===== src/verilog/crc_cfg.svh =====
// constants for the clock and reset control block: register map,
// field positions, reset values and stabilisation counts.
// assumes byte-wide registers on a plain address/strobe port.
`ifndef CRC_CFG_SVH
`define CRC_CFG_SVH

// register addresses
`define CRC_ADDR_CTRL 24'hff_fc40
`define CRC_ADDR_FAST 24'hff_fc42
`define CRC_ADDR_SLOW 24'hff_fc44
`define CRC_ADDR_AUX 24'hff_fc46

// control register bit positions
`define CRC_SCLK_BIT 0
`define CRC_FAST_SRC_SEL_BIT 1
`define CRC_PWD_BIT 2
`define CRC_AUX1_ENABLE_BIT 3
`define CRC_AUX2_ENABLE_BIT 4
`define CRC_POR_BIT 5

// fast prescaler fields
`define CRC_DIV_LSB 0
`define CRC_DIV_MSB 3
`define CRC_MODE_LSB 4
`define CRC_MODE_MSB 6

// reset values
`define CRC_FAST_RST 8'h4f
`define CRC_SLOW_RST 8'hb6
`define CRC_AUX_RST 8'hff

// pll modes and their multiplication factors
`define CRC_MODE_X3 3'h3
`define CRC_MODE_X4 3'h4
`define CRC_MODE_X5 3'h5

// oscillator stabilisation counter preset
`define CRC_STAB_PRESET 14'h3fff

`endif


===== src/verilog/crc_pkg.sv =====
// types shared by the clock and reset control block.
// assumes the constants header is included where numbers are needed.
package crc_pkg;

	// oscillator start-up phase, one-hot
	typedef enum logic [2:0] {
		CRC_HOLD = 3'h1,
		CRC_COUNT = 3'h2,
		CRC_RUN = 3'h4
	} crc_phase_t;

	// whole state of the control block
	typedef struct packed {
		crc_phase_t phase;
		logic [13:0] stab_cnt;
		logic main_good;
		logic chip_reset_n;
		logic slow_src_sel;
		logic fast_src_sel;
		logic pll_powerdown;
		logic aux1_enable;
		logic aux2_enable;
		logic por_flag;
		logic [3:0] sys_clock_divisor;
		logic [2:0] pll_mode;
		logic [2:0] pll_mult;
		logic [7:0] slow_div;
		logic [7:0] aux_div;
		logic pll_stable;
		logic [7:0] rdata;
	} crc_state_t;

	// state of one clock-enable divider
	typedef struct packed {
		logic [8:0] cnt;
		logic tick;
	} crc_div_state_t;

endpackage : crc_pkg


===== src/verilog/crc_divider.sv =====
// clock-enable divider: one tick every div+1 enabled cycles.
// assumes sys_clk, synchronous active-low reset and a global clock enable.
`timescale 1ns/1ps
module crc_divider (
	// clock and reset
	input wire logic sys_clk,
	input wire logic rst_n,
	input wire logic clk_en,
	// control
	input wire logic run,
	input wire logic [8:0] div,
	// output
	output logic tick
);

	crc_pkg::crc_div_state_t q;
	crc_pkg::crc_div_state_t n;

	// count up to the divisor, then emit one tick and wrap
	always_comb begin
		n = q;
		if (!rst_n) begin
			n.cnt = 9'h000;
			n.tick = 1'h0;
		end else if (clk_en) begin
			if (!run) begin
				n.cnt = 9'h000;
				n.tick = 1'h0;
			end else if (q.cnt >= div) begin
				n.cnt = 9'h000; // >= copes with a divisor lowered midway
				n.tick = 1'h1;
			end else begin
				n.cnt = q.cnt + 9'h001;
				n.tick = 1'h0;
			end
		end
	end

	// state register
	always_ff @(posedge sys_clk) begin
		q <= n;
	end

	assign tick = q.tick;

endmodule : crc_divider


===== src/verilog/crc_ctrl.sv =====
// clock selection and power-on reset control block.
// assumes synchronous pin inputs and a plain register port on sys_clk.
//
// Overview of operation
// RULE1 - 14-bit count from 3FFF; reset releases at zero unless pin low
// RULE2 - external supervisor holds reset low until both supplies are valid
// RULE3 - supervisor asserts reset on supply drop until main clock stops
// RULE4 - bit 0 picks prescaled main clock (0) or 32.768 kHz oscillator (1)
// RULE5 - bit 1 picks pll (0) or main clock (1); resets to 1
// RULE6 - switching to the pll is ignored while pll is powered down
// RULE7 - switching to the pll is ignored until pll output is stable
// RULE8 - bit 2 powers the pll down when 1; resets to 1
// RULE9 - setting pll power-down is ignored while pll is the source
// RULE10 - aux clock 1 runs only when bit 3 set and main clock stable
// RULE11 - aux clock 2 runs only when bit 4 set and main clock stable
// RULE12 - bit 5 power-on flag set by hardware, cleared by writing 0
// RULE13 - system clock divided by divisor field plus one
// RULE14 - pll mode field bits 6..4 resets to 100b, 48 MHz
// RULE15 - fast prescaler resets to 4Fh except in programming mode
// RULE16 - software leaves fast prescaler alone while running from the pll
// RULE17 - pll multiplies main clock by three, four or five per mode
// RULE18 - reserved register bits read zero and ignore writes
`timescale 1ns/1ps
`include "crc_cfg.svh"
module crc_ctrl #(
	parameter logic [13:0] STAB_PRESET = `CRC_STAB_PRESET
) (
	// clock, reset, freeze
	input wire logic sys_clk,
	input wire logic rst_n,
	input wire logic clk_en,
	// pins and status from the analog side
	input wire logic ext_reset_n,
	input wire logic osc_stable,
	input wire logic pll_locked,
	input wire logic slow_osc_good,
	input wire logic prog_mode,
	// register port
	input wire logic [23:0] reg_addr,
	input wire logic [7:0] reg_wdata,
	input wire logic reg_wr,
	input wire logic reg_rd,
	output logic [7:0] reg_rdata,
	// reset and clock control outputs
	output logic chip_reset_n,
	output logic main_clock_good,
	output logic slow_src_sel,
	output logic fast_src_sel,
	output logic pll_stop,
	output logic [2:0] pll_mode,
	output logic [2:0] pll_mult,
	// clock-enable ticks
	output logic sys_tick,
	output logic aux1_tick,
	output logic aux2_tick,
	output logic slow_tick
);

	crc_pkg::crc_state_t q;
	crc_pkg::crc_state_t n;
	logic wr_ctrl;
	logic wr_fast;
	logic wr_slow;
	logic wr_aux;
	// reset image of the fast prescaler, split into its fields on reset
	localparam logic [7:0] FAST_RST = `CRC_FAST_RST;

	// write decode
	assign wr_ctrl = reg_wr && (reg_addr == `CRC_ADDR_CTRL);
	assign wr_fast = reg_wr && (reg_addr == `CRC_ADDR_FAST);
	assign wr_slow = reg_wr && (reg_addr == `CRC_ADDR_SLOW);
	assign wr_aux = reg_wr && (reg_addr == `CRC_ADDR_AUX);

	// next state of the whole block
	always_comb begin
		n = q;
		if (!rst_n) begin
			n.phase = crc_pkg::CRC_HOLD;
			n.stab_cnt = STAB_PRESET; // RULE1
			n.main_good = 1'h0;
			n.chip_reset_n = 1'h0;
			n.slow_src_sel = 1'h0;
			n.fast_src_sel = 1'h1; // RULE5
			n.pll_powerdown = 1'h1; // RULE8
			n.aux1_enable = 1'h0; // RULE10
			n.aux2_enable = 1'h0; // RULE11
			n.por_flag = 1'h1; // RULE12
			n.slow_div = `CRC_SLOW_RST;
			n.aux_div = `CRC_AUX_RST;
			n.pll_stable = 1'h0;
			n.rdata = 8'h00;
			// programming mode keeps the fast prescaler
			if (!prog_mode) begin
				n.sys_clock_divisor =
					FAST_RST[`CRC_DIV_MSB:`CRC_DIV_LSB]; // RULE15
				n.pll_mode =
					FAST_RST[`CRC_MODE_MSB:`CRC_MODE_LSB]; // RULE14
			end
		end else if (clk_en) begin
			n.pll_stable = pll_locked & ~q.pll_powerdown;
			// oscillator start-up sequence
			unique case (q.phase)
				crc_pkg::CRC_HOLD: begin
					n.main_good = 1'h0;
					n.stab_cnt = STAB_PRESET;
					if (osc_stable) begin
						n.phase = crc_pkg::CRC_COUNT; // RULE1
					end
				end
				crc_pkg::CRC_COUNT: begin
					if (!osc_stable) begin
						n.phase = crc_pkg::CRC_HOLD;
						n.stab_cnt = STAB_PRESET;
					end else if (q.stab_cnt == 14'h0000) begin
						n.phase = crc_pkg::CRC_RUN; // RULE1
						n.main_good = 1'h1;
					end else begin
						n.stab_cnt = q.stab_cnt - 14'h0001; // RULE1
					end
				end
				crc_pkg::CRC_RUN: begin
					if (!osc_stable) begin
						n.phase = crc_pkg::CRC_HOLD;
						n.main_good = 1'h0;
						n.stab_cnt = STAB_PRESET;
					end
				end
				default: begin
					n.phase = crc_pkg::CRC_HOLD;
					n.main_good = 1'h0;
					n.stab_cnt = STAB_PRESET;
				end
			endcase
			// internal reset follows counter and the pin
			n.chip_reset_n = q.main_good & ext_reset_n; // RULE1
			// control register writes
			if (wr_ctrl) begin
				// oscillator may only be chosen once it runs
				if (!reg_wdata[`CRC_SCLK_BIT] || slow_osc_good) begin
					n.slow_src_sel = reg_wdata[`CRC_SCLK_BIT]; // RULE4
				end
				if (reg_wdata[`CRC_FAST_SRC_SEL_BIT]) begin
					n.fast_src_sel = 1'h1; // RULE5
				end else if (!q.pll_powerdown && q.pll_stable) begin
					n.fast_src_sel = 1'h0; // RULE6 RULE7
				end
				if (!reg_wdata[`CRC_PWD_BIT]) begin
					n.pll_powerdown = 1'h0; // RULE8
				end else if (q.fast_src_sel) begin
					n.pll_powerdown = 1'h1; // RULE9
				end
				n.aux1_enable = reg_wdata[`CRC_AUX1_ENABLE_BIT]; // RULE10
				n.aux2_enable = reg_wdata[`CRC_AUX2_ENABLE_BIT]; // RULE11
				if (!reg_wdata[`CRC_POR_BIT]) begin
					n.por_flag = 1'h0; // RULE12
				end
			end
			// fast prescaler, bit 7 dropped
			if (wr_fast) begin
				n.sys_clock_divisor =
					reg_wdata[`CRC_DIV_MSB:`CRC_DIV_LSB]; // RULE13
				n.pll_mode =
					reg_wdata[`CRC_MODE_MSB:`CRC_MODE_LSB]; // RULE18
			end
			if (wr_slow) begin
				n.slow_div = reg_wdata;
			end
			if (wr_aux) begin
				n.aux_div = reg_wdata;
			end
			// read data for exactly one cycle
			n.rdata = 8'h00;
			if (reg_rd) begin
				unique case (reg_addr)
					`CRC_ADDR_CTRL: begin
						n.rdata = {2'h0, q.por_flag, q.aux2_enable,
							q.aux1_enable, q.pll_powerdown,
							q.fast_src_sel, q.slow_src_sel}; // RULE18
					end
					`CRC_ADDR_FAST: begin
						n.rdata = {1'h0, q.pll_mode,
							q.sys_clock_divisor}; // RULE18
					end
					`CRC_ADDR_SLOW: begin
						n.rdata = q.slow_div;
					end
					`CRC_ADDR_AUX: begin
						n.rdata = q.aux_div;
					end
					default: begin
						n.rdata = 8'h00; // unmapped reads zero
					end
				endcase
			end
		end
		// multiplication factor, zero for reserved modes
		unique case (n.pll_mode)
			`CRC_MODE_X3: n.pll_mult = 3'h3; // RULE17
			`CRC_MODE_X4: n.pll_mult = 3'h4; // RULE17
			`CRC_MODE_X5: n.pll_mult = 3'h5; // RULE17
			default: n.pll_mult = 3'h0;
		endcase
	end

	// state register
	always_ff @(posedge sys_clk) begin
		q <= n;
	end

	// system clock divider on the selected fast source
	crc_divider u_sys_div (
		.sys_clk(sys_clk),
		.rst_n(rst_n),
		.clk_en(clk_en),
		.run(q.main_good),
		.div({5'h00, q.sys_clock_divisor}), // RULE13
		.tick(sys_tick)
	);

	// auxiliary clock 1, gated by enable and a stable main clock
	crc_divider u_aux1_div (
		.sys_clk(sys_clk),
		.rst_n(rst_n),
		.clk_en(clk_en),
		.run(q.aux1_enable & q.main_good), // RULE10
		.div({5'h00, q.aux_div[7:4]}),
		.tick(aux1_tick)
	);

	// auxiliary clock 2, gated the same way
	crc_divider u_aux2_div (
		.sys_clk(sys_clk),
		.rst_n(rst_n),
		.clk_en(clk_en),
		.run(q.aux2_enable & q.main_good), // RULE11
		.div({5'h00, q.aux_div[3:0]}),
		.tick(aux2_tick)
	);

	// slow prescaler, off once the oscillator drives the slow clock
	crc_divider u_slow_div (
		.sys_clk(sys_clk),
		.rst_n(rst_n),
		.clk_en(clk_en),
		.run(q.main_good & ~q.slow_src_sel), // RULE4
		.div({q.slow_div, 1'h1}), // period 2*(div+1)
		.tick(slow_tick)
	);

	// outputs straight from the state register
	assign reg_rdata = q.rdata;
	assign chip_reset_n = q.chip_reset_n;
	assign main_clock_good = q.main_good;
	assign slow_src_sel = q.slow_src_sel;
	assign fast_src_sel = q.fast_src_sel;
	assign pll_stop = q.pll_powerdown;
	assign pll_mode = q.pll_mode;
	assign pll_mult = q.pll_mult;
endmodule : crc_ctrl


===== config.mk =====
export PLATFORM = sky130hd
export DESIGN_NAME = crc_ctrl
export DESIGN_NICKNAME = d
export VERILOG_FILES = /design/src/verilog/crc_pkg.sv /design/src/verilog/crc_divider.sv /design/src/verilog/crc_ctrl.sv
export VERILOG_INCLUDE_DIRS = /design/src /design/src/verilog
export SDC_FILE = /design/constraint.sdc
export NUM_CORES = 1
export LEC_CHECK = 0
export BUFFER_PORTS_ARGS = -buffer_cell sky130_fd_sc_hd__buf_4
export CAP_MARGIN = 20
export CORE_MARGIN = 2
export CORE_UTILIZATION = 60
export DETAILED_ROUTE_END_ITERATION = 7
export GPL_TIMING_DRIVEN = 0
export PLACE_DENSITY = 0.81
export SYNTH_ARGS = -nofsm -noshare
export SYNTH_HDL_FRONTEND = slang
export SYNTH_HIERARCHICAL = 1
export SYNTH_SLANG_ARGS = --single-unit

===== constraint.sdc =====
create_clock -name sys_clk -period 5.9 [get_ports sys_clk]
set_input_delay 0.59 -clock sys_clk [delete_from_list [all_inputs] [get_ports sys_clk]]
set_output_delay 0.59 -clock sys_clk [all_outputs]
set_load 0.01 [all_outputs]

==> metrics.txt <==
CTS Buf Count=9; CTS tree=yes; largest area contributor in the netlist=dfxtp_1; Hold Crit Depth=1; Yosys cell types=between 60 and 70; max layer used=met4; type of the worst setup path=input port to register; # port buffers=63; Seq cells post-synth=100; Fin. Hold Viols=0; core area=between 0.01 and 0.015 mm^2; Routability Congestion=0.901; Detail Placement HPWL=11,700 um; Placed Cells=approximately 930; outcome=finished clean; # diodes=0; Layout area overhead=14.5%; grt ovf=0; Vias/cell=between 6 and 7; Ports=between 60 and 70; Fill cells=~780; WP data required=slightly above 6 ns; post-CTS setup buffers=0; hold_buf cts=0; nets=between 800 and 900; largest net degree at the start of global routing=36; row count=37; Total Routing Usage GR=0.280; remaining antenna violation count after routing=0; wire length on met2=between 7000 and 8000 um; die height=106 um; global-route wire length before repair=25,900 um; Worst Skew=0.00874 ns; number of global-route vias before repair=roughly 5,500; Die Area=between 0.01 and 0.015 mm^2; pwr dens=about 180 mW/mm^2; WL met3=just under 900 um; r2r worst-path depth=8; gate count of the mapped netlist=around 720; max_slew headroom=0.383; Initial Util=0.613; Syn Std Cell Area=~0.0063 mm^2; Root Driver=clkbuf_8; antenna violations before repair=0; final setup fails=0; fin crit period=roughly 2.3 ns; fraction of registers with async set/reset=0; area share of the largest cell type after synthesis=0.306; Fmax achieved=approximately 430 MHz; Die X-Extent=approximately 110 um; # DRC=0; layout cell share with drive strength beyond 1=0.164; Post-synth EDFFs=4; PostCTS Resize Cnt=0; synth cell count leaders=dfxtp_1 (96), nand3_1 (49), inv_1 (48); final hold slack=around 0.47 ns; Clock Path Buffers=2; Leakage Power=around 3.1 nW; Hold Crit Class=register to register; Clock Latency Late Sink=~0.37 ns; Critical R2R Capture=u_slow_div/q[6]; sequential cell area fraction in the yosys report=0.325; aggregate negative setup slack=0 ns; Clock Pin Slew Worst Setup and Hold Paths=0.09 ns; worst slew pin tran=roughly 0.9 ns; max-cap violations=0; hold endpoint=reg_rdata[6]; Detailed Route Iter0 Violations=between 400 and 500; Max IR drop VDD=~0.2 mV; top area cells in the synthesized netlist=dfxtp_1 (31%), ha_1 (8.2%), nand3_1 (3.9%), mux2i_1 (3.3%), inv_1 (2.9%); CTS Sinks=100; drt wl/cell=16.4 um; Top FF cell, synth=dfxtp_1; WP data arrival=roughly 2.6 ns; crit-path max FO=35; Worst R2R Setup Slack=3.73 ns; drt pass-1 iters=5; syn_area_per_cell=around 9 um^2; Metal-1 WL=between 6000 and 7000 um; crit end category=register; CP Launch Type=input port; Slew Viols, Final=0; hold path start=reg_rdata[6]; Tcrit/Tclk final=0.395; worst r2r src=q[22]; H-Tree Depth=3; unrepaired setup endpoints after global routing=no; top-count cell post-synth=dfxtp_1; post-route insts no fill=947; DR vias=5,765; synth warn=6; total routed wirelength=about 16,000 um
==> area by class of cell <==
type,instances,area [um^2],area share
buffer,44,263,0.0366
clock buffer,9,124,0.0172
clock inverter,7,91.3,0.0127
inverter,48,180,0.0251
multi-input combinational,540,3840,0.535
sequential,100,2040,0.284
tap,136,170,0.0237
timing repair buffer,63,473,0.0658
==> where the power goes <==
group          internal (W)  switching (W)  total [W]  leakage (nW)
clock              0.000237       0.000241   0.000478         0.101
combinational     0.0000396      0.0000581  0.0000977          2.19
sequential         0.000682     0.00000329   0.000685         0.810
total              0.000959       0.000303    0.00126          3.10
==> layer usage <==
| layer | vias up | track usage |
|---|---|---|
| met5 | - | 0 |
| met4 | 0 | 0.0921 |
| met3 | 22 | 0.0454 |
| met2 | 200 | 0.481 |
| met1 | 2704 | 0.357 |
| li1 | 2839 | - |
==> stage by stage <==
step                instance area [um^2]  power [W]  worst slack (ns)  utilization
finish                              7190    0.00126              3.57        0.702
global route                        7190    0.00130              3.43        0.702
CTS                                 7190    0.00127              3.65        0.702
detailed placement                  6970   0.000797              3.27        0.681
global placement                    6970   0.000793              3.28        0.681
floorplan                           6330   0.000748              3.81            -
==> registers in the layout, summed over array words and instances (netlist names) <==
signal	flops
chip_reset_n	1
fast_src_sel	1
main_clock_good	1
pll_mode	3
pll_mult	3
pll_stop	1
q	41
reg_rdata	8
slow_src_sel	1
u_aux1_div/q	9
u_aux1_div/tick	1
u_aux2_div/q	9
u_aux2_div/tick	1
u_slow_div/q	9
u_slow_div/tick	1
u_sys_div/q	9
u_sys_div/tick	1
==> critical path, cell delays in order <==
cell      delay, ns
buf_4          0.33
clkbuf_1       0.47
nand4_1        0.13
nor4_1         0.72
nand3_1        0.20
o211ai_1       0.15
==> cell families after synthesis <==
| group | count (synthesis) | synth area share |
|---|---|---|
| adders and majority gates | 41 | 0.0818 |
| muxes | 30 | 0.0497 |
| AOI/OAI and AO/OA | 160 | 0.183 |
| other | 2 | 0.00120 |
| and+or+nand+nor | 284 | 0.276 |
| DFF | 100 | 0.325 |
| buffers and inverters | 92 | 0.0706 |
| xor gates and xnor gates | 9 | 0.0126 |
==> worst max-delay path by stage <==
| stage | cells past startpoint | slack [ns] | from | endpoint |
|---|---|---|---|---|
| final | 6 | 3.57 | clk_en | reg_rdata[4] |
| after global routing | 6 | 3.43 | clk_en | reg_rdata[3] |
| after CTS | 6 | 3.65 | clk_en | reg_rdata[5] |
| after detailed placement | 6 | 3.27 | clk_en | reg_rdata[5] |
| after global placement | 6 | 3.28 | clk_en | reg_rdata[4] |
| after floorplan | 4 | 3.81 | reg_addr[18] | q[31] |
==> placed cells by master (no fill, tap or decap), drive strengths merged, types with 6 or more instances in the layout <==
master,n
nor2b,19
buf,90
nor4b,21
nand3,49
nand4,15
a22o,9
o21ai,28
a211o,6
ha,41
a211oi,11
o31ai,21
and2,6
clkbuf,26
mux2,9
dfxtp,96
mux2i,21
nor2,41
nand2b,12
a21oi,20
or4,12
o211ai,9
a21o,22
o21a,13
and3,21
conb,16
xnor2,8
nor3,14
nor4,14
inv,48
nand2,35
No activity file was read; power rests on OpenSTA's default activity.
